==> config.mk <==
export PLATFORM = sky130hd
export DESIGN_NAME = sadc_conv_ctrl
export DESIGN_NICKNAME = d
export VERILOG_FILES = /design/src/sadc_pkg.sv /design/src/sadc_clk_div.sv /design/src/sadc_conv_ctrl.sv
export SDC_FILE = /design/constraint.sdc
export NUM_CORES = 1
export LEC_CHECK = 0
export BUFFER_PORTS_ARGS = -buffer_cell sky130_fd_sc_hd__buf_2
export CORE_UTILIZATION = 48
export DETAILED_ROUTE_END_ITERATION = 10
export PLACE_DENSITY = 0.75
export SYNTH_ARGS = -nofsm -noshare
export SYNTH_HDL_FRONTEND = slang
export SYNTH_SLANG_ARGS = --single-unit
==> constraint.sdc <==
create_clock -name sys_clk -period 2.7 [get_ports sys_clk]
set_input_delay 0.54 -clock sys_clk [delete_from_list [all_inputs] [get_ports sys_clk]]
set_output_delay 0.54 -clock sys_clk [all_outputs]
set_load 0.01 [all_outputs]
==> src/sadc_pkg.sv <==
package sadc_pkg;

    // register addresses on the special function register bus
    localparam logic [7:0] ADDR_INPUT_SELECT = 8'hbb;
    localparam logic [7:0] ADDR_CONFIG = 8'hbc;
    localparam logic [7:0] ADDR_CONTROL = 8'he8;
    localparam logic [7:0] ADDR_RESULT_HIGH = 8'hbf;
    localparam logic [7:0] ADDR_RESULT_LOW = 8'hbe;

    // reset values
    localparam logic [7:0] RST_INPUT_SELECT = 8'h00;
    localparam logic [7:0] RST_CONFIG = 8'h60;
    localparam logic [7:0] RST_CONTROL = 8'h00;
    localparam logic [11:0] RST_RESULT = 12'h000;

    // input select field positions
    localparam int SEL_MUX_EN_BIT = 5;
    localparam int SEL_PORT_LSB = 3;
    localparam int SEL_PIN_LSB = 0;

    // config field positions
    localparam int CFG_DIV_LSB = 5;
    localparam int CFG_GAIN_LSB = 0;

    // control field positions
    localparam int CTL_ENABLE_BIT = 7;
    localparam int CTL_TRACK_MODE_BIT = 6;
    localparam int CTL_DONE_BIT = 5;
    localparam int CTL_BUSY_BIT = 4;
    localparam int CTL_START_LSB = 2;
    localparam int CTL_LJUST_BIT = 0;

    // start modes
    localparam logic [1:0] START_SOFTWARE = 2'h0;
    localparam logic [1:0] START_TIMER = 2'h3;

    // tracking window in conversion clocks
    localparam logic [1:0] TRACK_CLOCKS = 2'h3;

    localparam int NUM_PINS = 32;
    localparam int PINS_PER_PORT = 8;

    typedef struct packed {
        logic mux_en;
        logic [1:0] port;
        logic [2:0] pin;
    } sadc_sel_s;

    typedef struct packed {
        logic [2:0] divide;
        logic [2:0] gain;
    } sadc_cfg_s;

    typedef struct packed {
        logic enable;
        logic track_mode;
        logic done;
        logic [1:0] start_mode;
        logic left_justify;
    } sadc_ctl_s;

    typedef enum logic [2:0] {
        ST_IDLE = 3'b001,
        ST_TRACK = 3'b010,
        ST_CONV = 3'b100
    } sadc_state_e;

    // gain one-hot: [0]=0.5 [1]=1 [2]=2 [3]=4 [4]=8 [5]=16
    function automatic logic [5:0] gain_decode(input logic [2:0] code);
        logic [5:0] g;
        g = 6'h00;
        case (code)
            3'h0: g = 6'h02;
            3'h1: g = 6'h04;
            3'h2: g = 6'h08;
            3'h3: g = 6'h10;
            3'h4, 3'h5: g = 6'h20;
            default: g = 6'h01;
        endcase
        return g;
    endfunction

    // terminal count of the conversion clock divider (ratio minus one)
    function automatic logic [3:0] divide_terminal(input logic [2:0] code);
        logic [3:0] t;
        t = 4'h0;
        case (code)
            3'h0: t = 4'h0;
            3'h1: t = 4'h1;
            3'h2: t = 4'h3;
            3'h3: t = 4'h7;
            default: t = 4'hf;
        endcase
        return t;
    endfunction

endpackage
==> src/sadc_clk_div.sv <==
`timescale 1ns/1ps
module sadc_clk_div (
    // clock and reset
    input wire logic sys_clk,
    input wire logic sys_rst,
    // control
    input wire logic run,
    input wire logic [2:0] divide,
    // one-cycle tick per conversion clock
    output logic tick
);

    logic [3:0] count_reg;
    logic [3:0] terminal;

    assign terminal = sadc_pkg::divide_terminal(divide);

    always_ff @(posedge sys_clk or posedge sys_rst) begin
        if (sys_rst) begin
            count_reg <= 4'h0;
        end else if (!run || count_reg >= terminal) begin
            count_reg <= 4'h0;
        end else begin
            count_reg <= count_reg + 4'h1;
        end
    end

    always_ff @(posedge sys_clk or posedge sys_rst) begin
        if (sys_rst) begin
            tick <= 1'b0;
        end else begin
            tick <= run && (count_reg >= terminal);
        end
    end

endmodule

==> src/sadc_conv_ctrl.sv <==
`timescale 1ns/1ps
module sadc_conv_ctrl (
    // clock and reset
    input wire logic sys_clk,
    input wire logic sys_rst,
    // special function register bus
    input wire logic [7:0] sfr_addr,
    input wire logic sfr_wr,
    input wire logic sfr_rd,
    input wire logic [7:0] sfr_wdata,
    output logic [7:0] sfr_rdata,
    // system events
    input wire logic timer_overflow,
    input wire logic chip_standby,
    input wire logic irq_enable,
    output logic conv_irq,
    // analog converter core
    output logic analog_power,
    output logic track_en,
    output logic conv_clk_tick,
    output logic core_start,
    input wire logic core_done,
    input wire logic [11:0] core_result,
    output logic [5:0] gain_onehot,
    // port pin routing
    output logic [31:0] pin_analog_sel
);

    sadc_pkg::sadc_sel_s sel_reg;
    sadc_pkg::sadc_cfg_s cfg_reg;
    sadc_pkg::sadc_ctl_s ctl_reg;
    sadc_pkg::sadc_state_e state_reg;
    logic [11:0] result_reg;
    logic [1:0] track_cnt_reg;
    logic busy;
    logic wr_sel;
    logic wr_cfg;
    logic wr_ctl;
    logic sw_start;
    logic tmr_start;
    logic start;
    logic finish;
    logic div_tick;
    logic [7:0] result_high;
    logic [7:0] result_low;

    assign wr_sel = sfr_wr && (sfr_addr == sadc_pkg::ADDR_INPUT_SELECT);
    assign wr_cfg = sfr_wr && (sfr_addr == sadc_pkg::ADDR_CONFIG);
    assign wr_ctl = sfr_wr && (sfr_addr == sadc_pkg::ADDR_CONTROL);
    assign busy = (state_reg != sadc_pkg::ST_IDLE);

    // start sources, reserved modes start nothing
    assign sw_start = wr_ctl && sfr_wdata[sadc_pkg::CTL_BUSY_BIT]
        && (ctl_reg.start_mode == sadc_pkg::START_SOFTWARE);
    assign tmr_start = timer_overflow
        && (ctl_reg.start_mode == sadc_pkg::START_TIMER);
    assign start = ctl_reg.enable && !busy && (sw_start || tmr_start);
    assign finish = (state_reg == sadc_pkg::ST_CONV) && core_done;

    // input select register, top bits dropped
    always_ff @(posedge sys_clk or posedge sys_rst) begin
        if (sys_rst) begin
            sel_reg <= sadc_pkg::sadc_sel_s'(sadc_pkg::RST_INPUT_SELECT[5:0]);
        end else if (wr_sel) begin
            sel_reg <= sadc_pkg::sadc_sel_s'(sfr_wdata[5:0]);
        end
    end

    always_ff @(posedge sys_clk or posedge sys_rst) begin
        if (sys_rst) begin
            cfg_reg <= sadc_pkg::sadc_cfg_s'({sadc_pkg::RST_CONFIG[7:5],
                sadc_pkg::RST_CONFIG[2:0]});
        end else if (wr_cfg) begin
            cfg_reg <= sadc_pkg::sadc_cfg_s'({sfr_wdata[7:5], sfr_wdata[2:0]});
        end
    end

    // control bits other than busy, done included
    always_ff @(posedge sys_clk or posedge sys_rst) begin
        if (sys_rst) begin
            ctl_reg.enable <= sadc_pkg::RST_CONTROL[sadc_pkg::CTL_ENABLE_BIT];
            ctl_reg.track_mode <= sadc_pkg::RST_CONTROL[sadc_pkg::CTL_TRACK_MODE_BIT];
            ctl_reg.start_mode <= sadc_pkg::RST_CONTROL[sadc_pkg::CTL_START_LSB +: 2];
            ctl_reg.left_justify <= sadc_pkg::RST_CONTROL[sadc_pkg::CTL_LJUST_BIT];
            ctl_reg.done <= sadc_pkg::RST_CONTROL[sadc_pkg::CTL_DONE_BIT];
        end else begin
            if (wr_ctl) begin
                ctl_reg.enable <= sfr_wdata[sadc_pkg::CTL_ENABLE_BIT];
                ctl_reg.track_mode <= sfr_wdata[sadc_pkg::CTL_TRACK_MODE_BIT];
                ctl_reg.start_mode <= sfr_wdata[sadc_pkg::CTL_START_LSB +: 2];
                ctl_reg.left_justify <= sfr_wdata[sadc_pkg::CTL_LJUST_BIT];
            end
            // done flag: completion wins over a software clear
            if (finish) begin
                ctl_reg.done <= 1'b1;
            end else if (wr_ctl) begin
                ctl_reg.done <= sfr_wdata[sadc_pkg::CTL_DONE_BIT];
            end
        end
    end

    // conversion sequencer
    always_ff @(posedge sys_clk or posedge sys_rst) begin
        if (sys_rst) begin
            state_reg <= sadc_pkg::ST_IDLE;
        end else if (!ctl_reg.enable) begin
            state_reg <= sadc_pkg::ST_IDLE;
        end else begin
            case (state_reg)
                sadc_pkg::ST_IDLE: begin
                    if (start && ctl_reg.track_mode) begin
                        state_reg <= sadc_pkg::ST_TRACK;
                    end else if (start) begin
                        state_reg <= sadc_pkg::ST_CONV;
                    end
                end
                sadc_pkg::ST_TRACK: begin
                    if (div_tick && track_cnt_reg == sadc_pkg::TRACK_CLOCKS - 2'h1) begin
                        state_reg <= sadc_pkg::ST_CONV;
                    end
                end
                sadc_pkg::ST_CONV: begin
                    if (core_done) begin
                        state_reg <= sadc_pkg::ST_IDLE;
                    end
                end
                default: begin
                    state_reg <= sadc_pkg::ST_IDLE;
                end
            endcase
        end
    end

    // conversion clocks spent tracking
    always_ff @(posedge sys_clk or posedge sys_rst) begin
        if (sys_rst) begin
            track_cnt_reg <= 2'h0;
        end else if (state_reg != sadc_pkg::ST_TRACK) begin
            track_cnt_reg <= 2'h0;
        end else if (div_tick) begin
            track_cnt_reg <= track_cnt_reg + 2'h1;
        end
    end

    // one pulse to the core when conversion phase begins
    always_ff @(posedge sys_clk or posedge sys_rst) begin
        if (sys_rst) begin
            core_start <= 1'b0;
        end else begin
            core_start <= ctl_reg.enable && (
                (state_reg == sadc_pkg::ST_IDLE && start && !ctl_reg.track_mode)
                || (state_reg == sadc_pkg::ST_TRACK && div_tick
                    && track_cnt_reg == sadc_pkg::TRACK_CLOCKS - 2'h1));
        end
    end

    // result captured in the same edge as the done flag
    always_ff @(posedge sys_clk or posedge sys_rst) begin
        if (sys_rst) begin
            result_reg <= sadc_pkg::RST_RESULT;
        end else if (finish) begin
            result_reg <= core_result;
        end
    end

    always_ff @(posedge sys_clk or posedge sys_rst) begin
        if (sys_rst) begin
            conv_irq <= 1'b0;
        end else begin
            conv_irq <= finish && irq_enable;
        end
    end

    sadc_clk_div u_clk_div (
        .sys_clk(sys_clk),
        .sys_rst(sys_rst),
        .run(ctl_reg.enable),
        .divide(cfg_reg.divide),
        .tick(div_tick)
    );

    always_ff @(posedge sys_clk or posedge sys_rst) begin
        if (sys_rst) begin
            conv_clk_tick <= 1'b0;
        end else begin
            conv_clk_tick <= div_tick;
        end
    end

    always_ff @(posedge sys_clk or posedge sys_rst) begin
        if (sys_rst) begin
            analog_power <= 1'b0;
        end else begin
            analog_power <= ctl_reg.enable;
        end
    end

    // continuous tracking when idle, or windowed tracking
    always_ff @(posedge sys_clk or posedge sys_rst) begin
        if (sys_rst) begin
            track_en <= 1'b0;
        end else begin
            track_en <= ctl_reg.enable && !chip_standby && (ctl_reg.track_mode ?
                (state_reg == sadc_pkg::ST_TRACK) :
                (state_reg == sadc_pkg::ST_IDLE));
        end
    end

    always_ff @(posedge sys_clk or posedge sys_rst) begin
        if (sys_rst) begin
            gain_onehot <= 6'h00;
        end else begin
            gain_onehot <= sadc_pkg::gain_decode(cfg_reg.gain);
        end
    end

    // one select line per port pin
    generate
        for (genvar i = 0; i < sadc_pkg::NUM_PINS; i++) begin : g_pin
            always_ff @(posedge sys_clk or posedge sys_rst) begin
                if (sys_rst) begin
                    pin_analog_sel[i] <= 1'b0;
                end else begin
                    pin_analog_sel[i] <= sel_reg.mux_en
                        && ({sel_reg.port, sel_reg.pin} == 5'(i));
                end
            end
        end
    endgenerate

    // justified result bytes
    always_comb begin
        if (ctl_reg.left_justify) begin
            result_high = result_reg[11:4];
            result_low = {result_reg[3:0], 4'h0};
        end else begin
            result_high = {4'h0, result_reg[11:8]};
            result_low = result_reg[7:0];
        end
    end

    always_ff @(posedge sys_clk or posedge sys_rst) begin
        if (sys_rst) begin
            sfr_rdata <= 8'h00;
        end else if (sfr_rd) begin
            case (sfr_addr)
                sadc_pkg::ADDR_INPUT_SELECT: sfr_rdata <= {2'h0, sel_reg};
                sadc_pkg::ADDR_CONFIG: sfr_rdata <= {cfg_reg.divide, 2'h0, cfg_reg.gain};
                sadc_pkg::ADDR_CONTROL: sfr_rdata <= {ctl_reg.enable, ctl_reg.track_mode,
                    ctl_reg.done, busy, ctl_reg.start_mode, 1'b0, ctl_reg.left_justify};
                sadc_pkg::ADDR_RESULT_HIGH: sfr_rdata <= result_high;
                sadc_pkg::ADDR_RESULT_LOW: sfr_rdata <= result_low;
                default: sfr_rdata <= 8'h00;
            endcase
        end
    end

endmodule

==> results.ini, run 1 <==
[clocking]
cts_tree=yes
cts_max_path_buffers=2
cts_post_setup_buffers_inserted=0
cts_made_buffers=9
clockRootBuffer=sky130_fd_sc_hd__clkbuf_8
holdBufCountCts=0
clk_transition_reported_paths_ps=90
clock_sink_total=91
postCtsResizedCells=0
htree_num_levels=3
clk-insertion-delay-late_ps=350

[die]
core_area_mm2=0.00773
io_pins=87
effective_utilization_at_floorplan_pct=49.8
die-height_um=91.5
rows=32
chipWidth_um=91.5
floorplan.die_area_mm2=0.00838

[power_and_ir_drop]
static-leakage-power_nw=2.33
power.density_cell_area_mw_per_mm2=586
worst_ir_drop_vdd_mv=0.398
fin_total_pwr_mw=2.71

[setup_path]
path_delay_family=simple AND/OR/NAND/NOR gates
timing.critical_path.slowest_stage_cell=sky130_fd_sc_hd__dfrtp_1
crit-reg2reg-capture=u_clk_div.count_reg[3]$_DFF_PP0_
timing_worst_setup_path_type=reg -> reg
cp.required_ps=2980
critical_path.endpoint=u_clk_div.count_reg[3]$_DFF_PP0_
worst_setup_path_startpoint=cfg_reg[5]$_DFFE_PP0P_
critPathMaxStageDelay_ps=440
timing.reg2reg.setup_slack_ps=600
cpMostUsedCell=sky130_fd_sc_hd__a21o_1
cp_cell_sequence=or3_1 > ha_1 > nand2b_1 > a21o_1 > a21o_1 > a21oi_1 > and3_1
worst-endpoint-arrival_ps=2390
highest_net_fanout_along_the_worst_path=6
timing.reg2reg.worst_path_depth=7
timing.critical_path.to_type=flop
regToRegStartpoint=cfg_reg[5]$_DFFE_PP0P_
critical_path_depth=7
critical_path_buf_inv_count=0
critPathLaunchType=flop

[global_routing]
vias_in_the_first_global_route=2582
grt_pass1_wl_um=12900
initial_antenna_violation_count=0
overflow_left_after_global_routing=0
gr-usage-all-layers_pct=19.7
grt_max_degree=46

[layout]
finish.net_count=445
layout_common_cells=sky130_fd_sc_hd__dfrtp_1 (88), sky130_fd_sc_hd__buf_2 (86), sky130_fd_sc_hd__nor2_1 (38)
area_occupied_by_multi_input_gates_mm2=0.00149
final_common_cell=sky130_fd_sc_hd__dfrtp_1
flow.area_growth_from_synthesis_pct=20.3
filler_cell_count=630
final-seq-area_mm2=0.00228
diodes=0
largest_reg_flops=32
final-instance-count-excl-fill=510
final_layout_size_suffix_gt1_share_pct=32.8

[logic_synthesis]
ys_ff_latch=91
synth_compound_gate_area_share_pct=8.75
syn-num-nets=357
synth_simple_gate_area_share_pct=15.9
synth.lib_cells_used.distinct=54
synth-main-ff-cell=sky130_fd_sc_hd__dfrtp_1
synth.yosys.warnings=0
synth_edf_count=0
syn_avg_cell_area_um2=12.2
postSynthCellCount=315
mux_cell_area_share_after_synthesis_pct=11.3
post_synth_fa_ha_maj_area_fraction_pct=1.95
synth_top_family_by_area=simple AND/OR/NAND/NOR gates
synth_seq_area_share_pct=59.3
netlist_area_mm2=0.00385
synth_xor_xnor_area_share_pct=0.683
postSynth.asyncResetShare_pct=100

[sta]
final_hold_slack_ps=216
slew_violations=0
total_negative_setup_slack_ps=0
finalCriticalPeriod_ps=2100
setup_repair_after_global_routing_missed_its_margin=false
tightest_slew_ps=613
final-hold-violation-count=0
finalClockSkew_ps=9.59
final_critical_path_setup_slack_ps=596
worst_slew_margin_rel_pct=59.1
setup_viol=0
timing.final.crit_share_pct=77.9
clock.fmax_mhz=475

[detailed_routing]
detail_route.vias_per_cell=5.33
route.detailed.drc=0
detail_route.first_pass.iterations=4
detail-route-antenna-nets=0
drt_iter0_drc=109
via_count=2717
drt_wl_total_um=7810
route.detailed.wl_per_inst_um=15.3

[place]
dp_hpwl_um=5720
numPortBuffers=86
dpl.cell_count=494
gpl.final_weighted_congestion=0.847
place_ws_ps=628

[flow_run]
maxCapViolCount=0

[worst_hold_path]
hold_path.class=in -> async

[run_status]
outcome=finished, final reports clean

synth_stat cells, types with 3 or more instances:
master | number | area share, %
sky130_fd_sc_hd__nand2_1 | 14 | 1.4
sky130_fd_sc_hd__o22a_1 | 3 | 0.68
sky130_fd_sc_hd__and3_1 | 5 | 0.81
sky130_fd_sc_hd__nand4_1 | 4 | 0.65
sky130_fd_sc_hd__clkbuf_1 | 7 | 0.68
sky130_fd_sc_hd__nand3b_1 | 4 | 0.78
sky130_fd_sc_hd__nor2b_1 | 3 | 0.49
sky130_fd_sc_hd__mux2_2 | 15 | 4.4
sky130_fd_sc_hd__nand3_1 | 9 | 1.2
sky130_fd_sc_hd__a21oi_1 | 9 | 1.2
sky130_fd_sc_hd__a22oi_1 | 5 | 0.98
sky130_fd_sc_hd__mux2_1 | 12 | 3.5
sky130_fd_sc_hd__mux2i_1 | 4 | 1.0
sky130_fd_sc_hd__and2_1 | 4 | 0.65
sky130_fd_sc_hd__ha_1 | 6 | 2.0
sky130_fd_sc_hd__dfrtp_1 | 88 | 57
sky130_fd_sc_hd__o21ai_0 | 4 | 0.52
sky130_fd_sc_hd__nor3b_1 | 3 | 0.59
sky130_fd_sc_hd__nand2b_1 | 8 | 1.3
sky130_fd_sc_hd__o2bb2ai_1 | 4 | 0.91
sky130_fd_sc_hd__nor3_1 | 12 | 1.6
sky130_fd_sc_hd__inv_1 | 7 | 0.68
sky130_fd_sc_hd__dfstp_2 | 3 | 2.0
sky130_fd_sc_hd__nor2_1 | 38 | 3.7
sky130_fd_sc_hd__mux2_4 | 6 | 2.3
report_power, final:
group / switching (mW) / leakage [nW] / internal (mW)
clock network: 0.480 / 0.116 / 0.621
registers: 0.0391 / 1.23 / 1.40
logic: 0.0978 / 0.981 / 0.0797
metal layers:
metal	track usage, %	up-vias	share of wire (%)
met3	4.02	7	5.2
met4	5.56	0	0.77
li1	-	1300	-
met2	30.1	84	46
met1	28.6	1326	48
met5	0	-	0
how the worst min path moves through the flow:
| stage | from | end | depth (start not counted) |
|---|---|---|---|
| 4_1_cts | sys_rst | conv_clk_tick$_DFF_PP0_ | 2 |
| 3_3_place_gp | sfr_rdata[0]$_DFFE_PP0P_ | sfr_rdata[0]$_DFFE_PP0P_ | 1 |
| 6_report | sys_rst | pin_analog_sel[2]$_DFF_PP0_ | 2 |
| 3_5_place_dp | sfr_rdata[0]$_DFFE_PP0P_ | sfr_rdata[0]$_DFFE_PP0P_ | 1 |
| 2_1_floorplan | u_clk_div.tick$_DFF_PP0_ | conv_clk_tick$_DFF_PP0_ | 0 |
| 5_1_grt | sys_rst | u_clk_div.count_reg[2]$_DFF_PP0_ | 2 |
kinds of logic after synthesis:
family                     Yosys count
and+or+nand+nor                    114
DFF                                 91
AOI/OAI and AO/OA                   46
muxes                               37
buffers and inverters               18
adders and majority gates            6
xor gates and xnor gates             3
area by class of cell:
cell class                 instances  area share (%)
timing repair buffer              88            9.89
clock inverter                     7            2.65
sequential                        91            49.3
inverter                           7           0.649
clock buffer                       9            2.68
tap                              102            2.76
multi-input combinational        206            32.1
stage by stage:
stage / area [um^2] / util [%]
after floorplan: 3850 / -
after global placement: 4380 / 56.7
after detailed placement: 4380 / 56.7
after CTS: 4630 / 59.9
after global routing: 4630 / 59.9
final: 4630 / 59.9
Note: power is estimated with default switching activity, not from simulation.
==> inputs of run 2 (changes only) <==
--- a/config.mk
+++ b/config.mk
@@ -5,10 +5,11 @@
 export SDC_FILE = /design/constraint.sdc
 export NUM_CORES = 1
 export LEC_CHECK = 0
+export ABC_AREA = 1
 export BUFFER_PORTS_ARGS = -buffer_cell sky130_fd_sc_hd__buf_2
-export CORE_UTILIZATION = 48
+export CORE_UTILIZATION = 54
 export DETAILED_ROUTE_END_ITERATION = 10
-export PLACE_DENSITY = 0.75
+export PLACE_DENSITY = 0.8
 export SYNTH_ARGS = -nofsm -noshare
 export SYNTH_HDL_FRONTEND = slang
 export SYNTH_SLANG_ARGS = --single-unit
==> constraint.sdc (replaced) <==
create_clock -name sys_clk -period 2.15 [get_ports sys_clk]
set_input_delay 0.43 -clock sys_clk [delete_from_list [all_inputs] [get_ports sys_clk]]
set_output_delay 0.43 -clock sys_clk [all_outputs]
set_load 0.01 [all_outputs]
==> run 2 against run 1 <==
Flip-flop and latch count stayed put. Register-to-register slack worse by 50 ps. Global-route usage is 4.5 points higher. Synthesized cell count is 43% higher. Final cell count is 26% higher. Combinational power grew to 2.9 times the previous value. Largest cell class unchanged. Highest routed layer unchanged.
==> results.ini, run 2 <==
[detailed_routing]
route.detailed.drc=0
drt_iter0_drc=165
detail_route.first_pass.iterations=6
route.detailed.wl_per_inst_um=12.9
detail-route-antenna-nets=0
drt_wl_total_um=8280
via_count=3221
detail_route.vias_per_cell=5.01

[logic_synthesis]
synth-main-ff-cell=sky130_fd_sc_hd__dfrtp_1
syn-num-nets=494
synth.lib_cells_used.distinct=34
synth_commonest_cells=sky130_fd_sc_hd__nand2_1 (130), sky130_fd_sc_hd__dfrtp_1 (88), sky130_fd_sc_hd__nor2_1 (70)
ys_ff_latch=91
synth_edf_count=0
post-synth-top-area-fraction_pct=56.2
postSynth.asyncResetShare_pct=100
netlist_area_mm2=0.00392
syn_avg_cell_area_um2=8.67
synth_seq_area_share_pct=58.2
leading_cell_types_by_total_area_after_synthesis=sky130_fd_sc_hd__dfrtp_1 (56%), sky130_fd_sc_hd__nand2_1 (12%), sky130_fd_sc_hd__nor2_1 (6.7%)
most_repeated_cell_in_the_gate_level_netlist_after_synthesis=sky130_fd_sc_hd__nand2_1
synth.yosys.warnings=0
yosys_top_cell_by_area=sky130_fd_sc_hd__dfrtp_1
postSynthCellCount=452

[setup_path]
timing.reg2reg.setup_slack_ps=550
timing.critical_path.slowest_stage_cell=sky130_fd_sc_hd__dfstp_2
timing.critical_path.to_type=flop
timing_worst_setup_path_type=reg -> reg
highest_net_fanout_along_the_worst_path=4
critPathLaunchType=flop
cpMostUsedCell=sky130_fd_sc_hd__nor2_1
critical_path_buf_inv_count=1
cp.required_ps=2440
crit-reg2reg-capture=u_clk_div.count_reg[1]$_DFF_PP0_
critPathMaxStageDelay_ps=570
path_delay_family=flip-flops
worst-endpoint-arrival_ps=1900
regToRegStartpoint=cfg_reg[4]$_DFFE_PP1P_
timing.reg2reg.worst_path_depth=7
cp_cell_sequence=nor2_1 > ha_1 > inv_1 > nor2_1 > o211ai_1 > nand4_1 > nor2_1

[clocking]
clockRootBuffer=sky130_fd_sc_hd__clkbuf_8
cts_tree=yes
cts_max_path_buffers=2
holdBufCountCts=0
htree_num_levels=3
clk_transition_reported_paths_ps=90
cts_post_setup_buffers_inserted=0
postCtsResizedCells=0
clock_sink_total=91
cts_made_buffers=9
clk-insertion-delay-late_ps=370

[place]
numPortBuffers=86
gpl.final_weighted_congestion=0.923
dp_hpwl_um=6350

[die]
core_area_mm2=0.00691
effective_utilization_at_floorplan_pct=56.7
io_pins=87
floorplan.die_area_mm2=0.00760
rows=30
die-height_um=87.2
chipWidth_um=87.2

[power_and_ir_drop]
power.density_cell_area_mw_per_mm2=751
worst_ir_drop_vdd_mv=0.527
static-leakage-power_nw=2.54

[sta]
clock.fmax_mhz=623
finalClockSkew_ps=11.2
setup_repair_after_global_routing_missed_its_margin=false
timing.final.crit_share_pct=74.6
final-hold-violation-count=0
finalCriticalPeriod_ps=1600
tightest_slew_ps=588
worst_slew_margin_rel_pct=60.7
setup_viol=0
slew_violations=0
total_negative_setup_slack_ps=0

[global_routing]
overflow_left_after_global_routing=0
grt_pass1_wl_um=13900
vias_in_the_first_global_route=3094
gr-usage-all-layers_pct=24.2
grt_max_degree=36
initial_antenna_violation_count=0

[layout]
flow.area_growth_from_synthesis_pct=18.5
final-seq-area_mm2=0.00228
final_common_cell=sky130_fd_sc_hd__nand2_1
final_core_util_pct=67.2
layout_common_cells=sky130_fd_sc_hd__nand2_1 (130), sky130_fd_sc_hd__dfrtp_1 (88), sky130_fd_sc_hd__buf_2 (86)
diodes=0
largest_reg_flops=32
final_layout_size_suffix_gt1_share_pct=23.2
filler_cell_count=600
area_occupied_by_multi_input_gates_mm2=0.00138
finish.net_count=585

[worst_hold_path]
hold_path.class=in -> async

[flow_run]
maxCapViolCount=0

[run_status]
outcome=finished, final reports clean

## run 2: kinds of logic (layout without fill, tap and decap cells)
| group | count (synthesis) | count (layout) | synth area share, % |
|---|---|---|---|
| and+or+nand+nor | 244 | 244 | 25.7 |
| AOI/OAI and AO/OA | 47 | 47 | 7.22 |
| xor gates and xnor gates | 2 | 2 | 0.447 |
| buffers and inverters | 62 | 157 | 6.54 |
| DFF | 91 | 91 | 58.2 |
| adders and majority gates | 6 | 6 | 1.92 |
## run 2: how the worst max path moves through the flow
stage,from,endpoint,slack (ps),cells after the start
3_3_place_gp,sfr_addr[6],sfr_rdata[3]$_DFFE_PP0P_,480,9
6_report,cfg_reg[4]$_DFFE_PP1P_,u_clk_div.count_reg[1]$_DFF_PP0_,550,7
2_1_floorplan,sys_rst,analog_power$_DFF_PP0_,660,1
5_1_grt,cfg_reg[4]$_DFFE_PP1P_,u_clk_div.count_reg[3]$_DFF_PP0_,380,7
4_1_cts,cfg_reg[4]$_DFFE_PP1P_,u_clk_div.count_reg[1]$_DFF_PP0_,500,7
3_5_place_dp,sfr_addr[1],ctl_reg[3]$_DFFE_PP0P_,390,9
## run 2: layer usage
metal  up-vias  wire length, um  GRT usage (%)
met5         -                0              0
met4         0              199           11.6
met3        18              430           3.60
met2       129             4070           40.1
met1      1479             3580           31.4
li1       1595                -              -
## run 2: stage by stage
step	cell area (um^2)	power (mW)	instances	setup WS [ps]	hold WS [ps]
floorplan	3920	2.31	452	659	375
global placement	4470	2.45	628	484	395
detailed placement	4470	2.48	628	392	401
CTS	4640	3.52	643	505	126
global route	4640	3.66	643	384	165
finish	4640	3.49	643	546	121
## run 2: cell type report
class | count | share of cell area, %
flip-flops and latches | 91 | 49.1
clock buffers | 9 | 2.67
clock inverters | 6 | 1.05
well taps | 96 | 2.59
repair buffers | 91 | 10.6
multi-input cells | 299 | 29.7
inverters | 51 | 4.20
## run 2: report_power, final
group / switching (mW) / total (mW) / leakage, nW / internal, mW
registers: 0.0996 / 1.94 / 1.18 / 1.84
logic: 0.309 / 0.505 / 1.28 / 0.196
clock network: 0.620 / 1.04 / 0.0783 / 0.423
total: 1.03 / 3.49 / 2.54 / 2.46
## run 2: worst register-to-register path, delay by kind of cell, from the launching register on
kind | cells | cell delay [ps]
DFF | 1 | 570
and+or+nand+nor | 4 | 430
buffers and inverters | 1 | 60
adders and majority gates | 1 | 290
AOI/OAI and AO/OA | 1 | 200
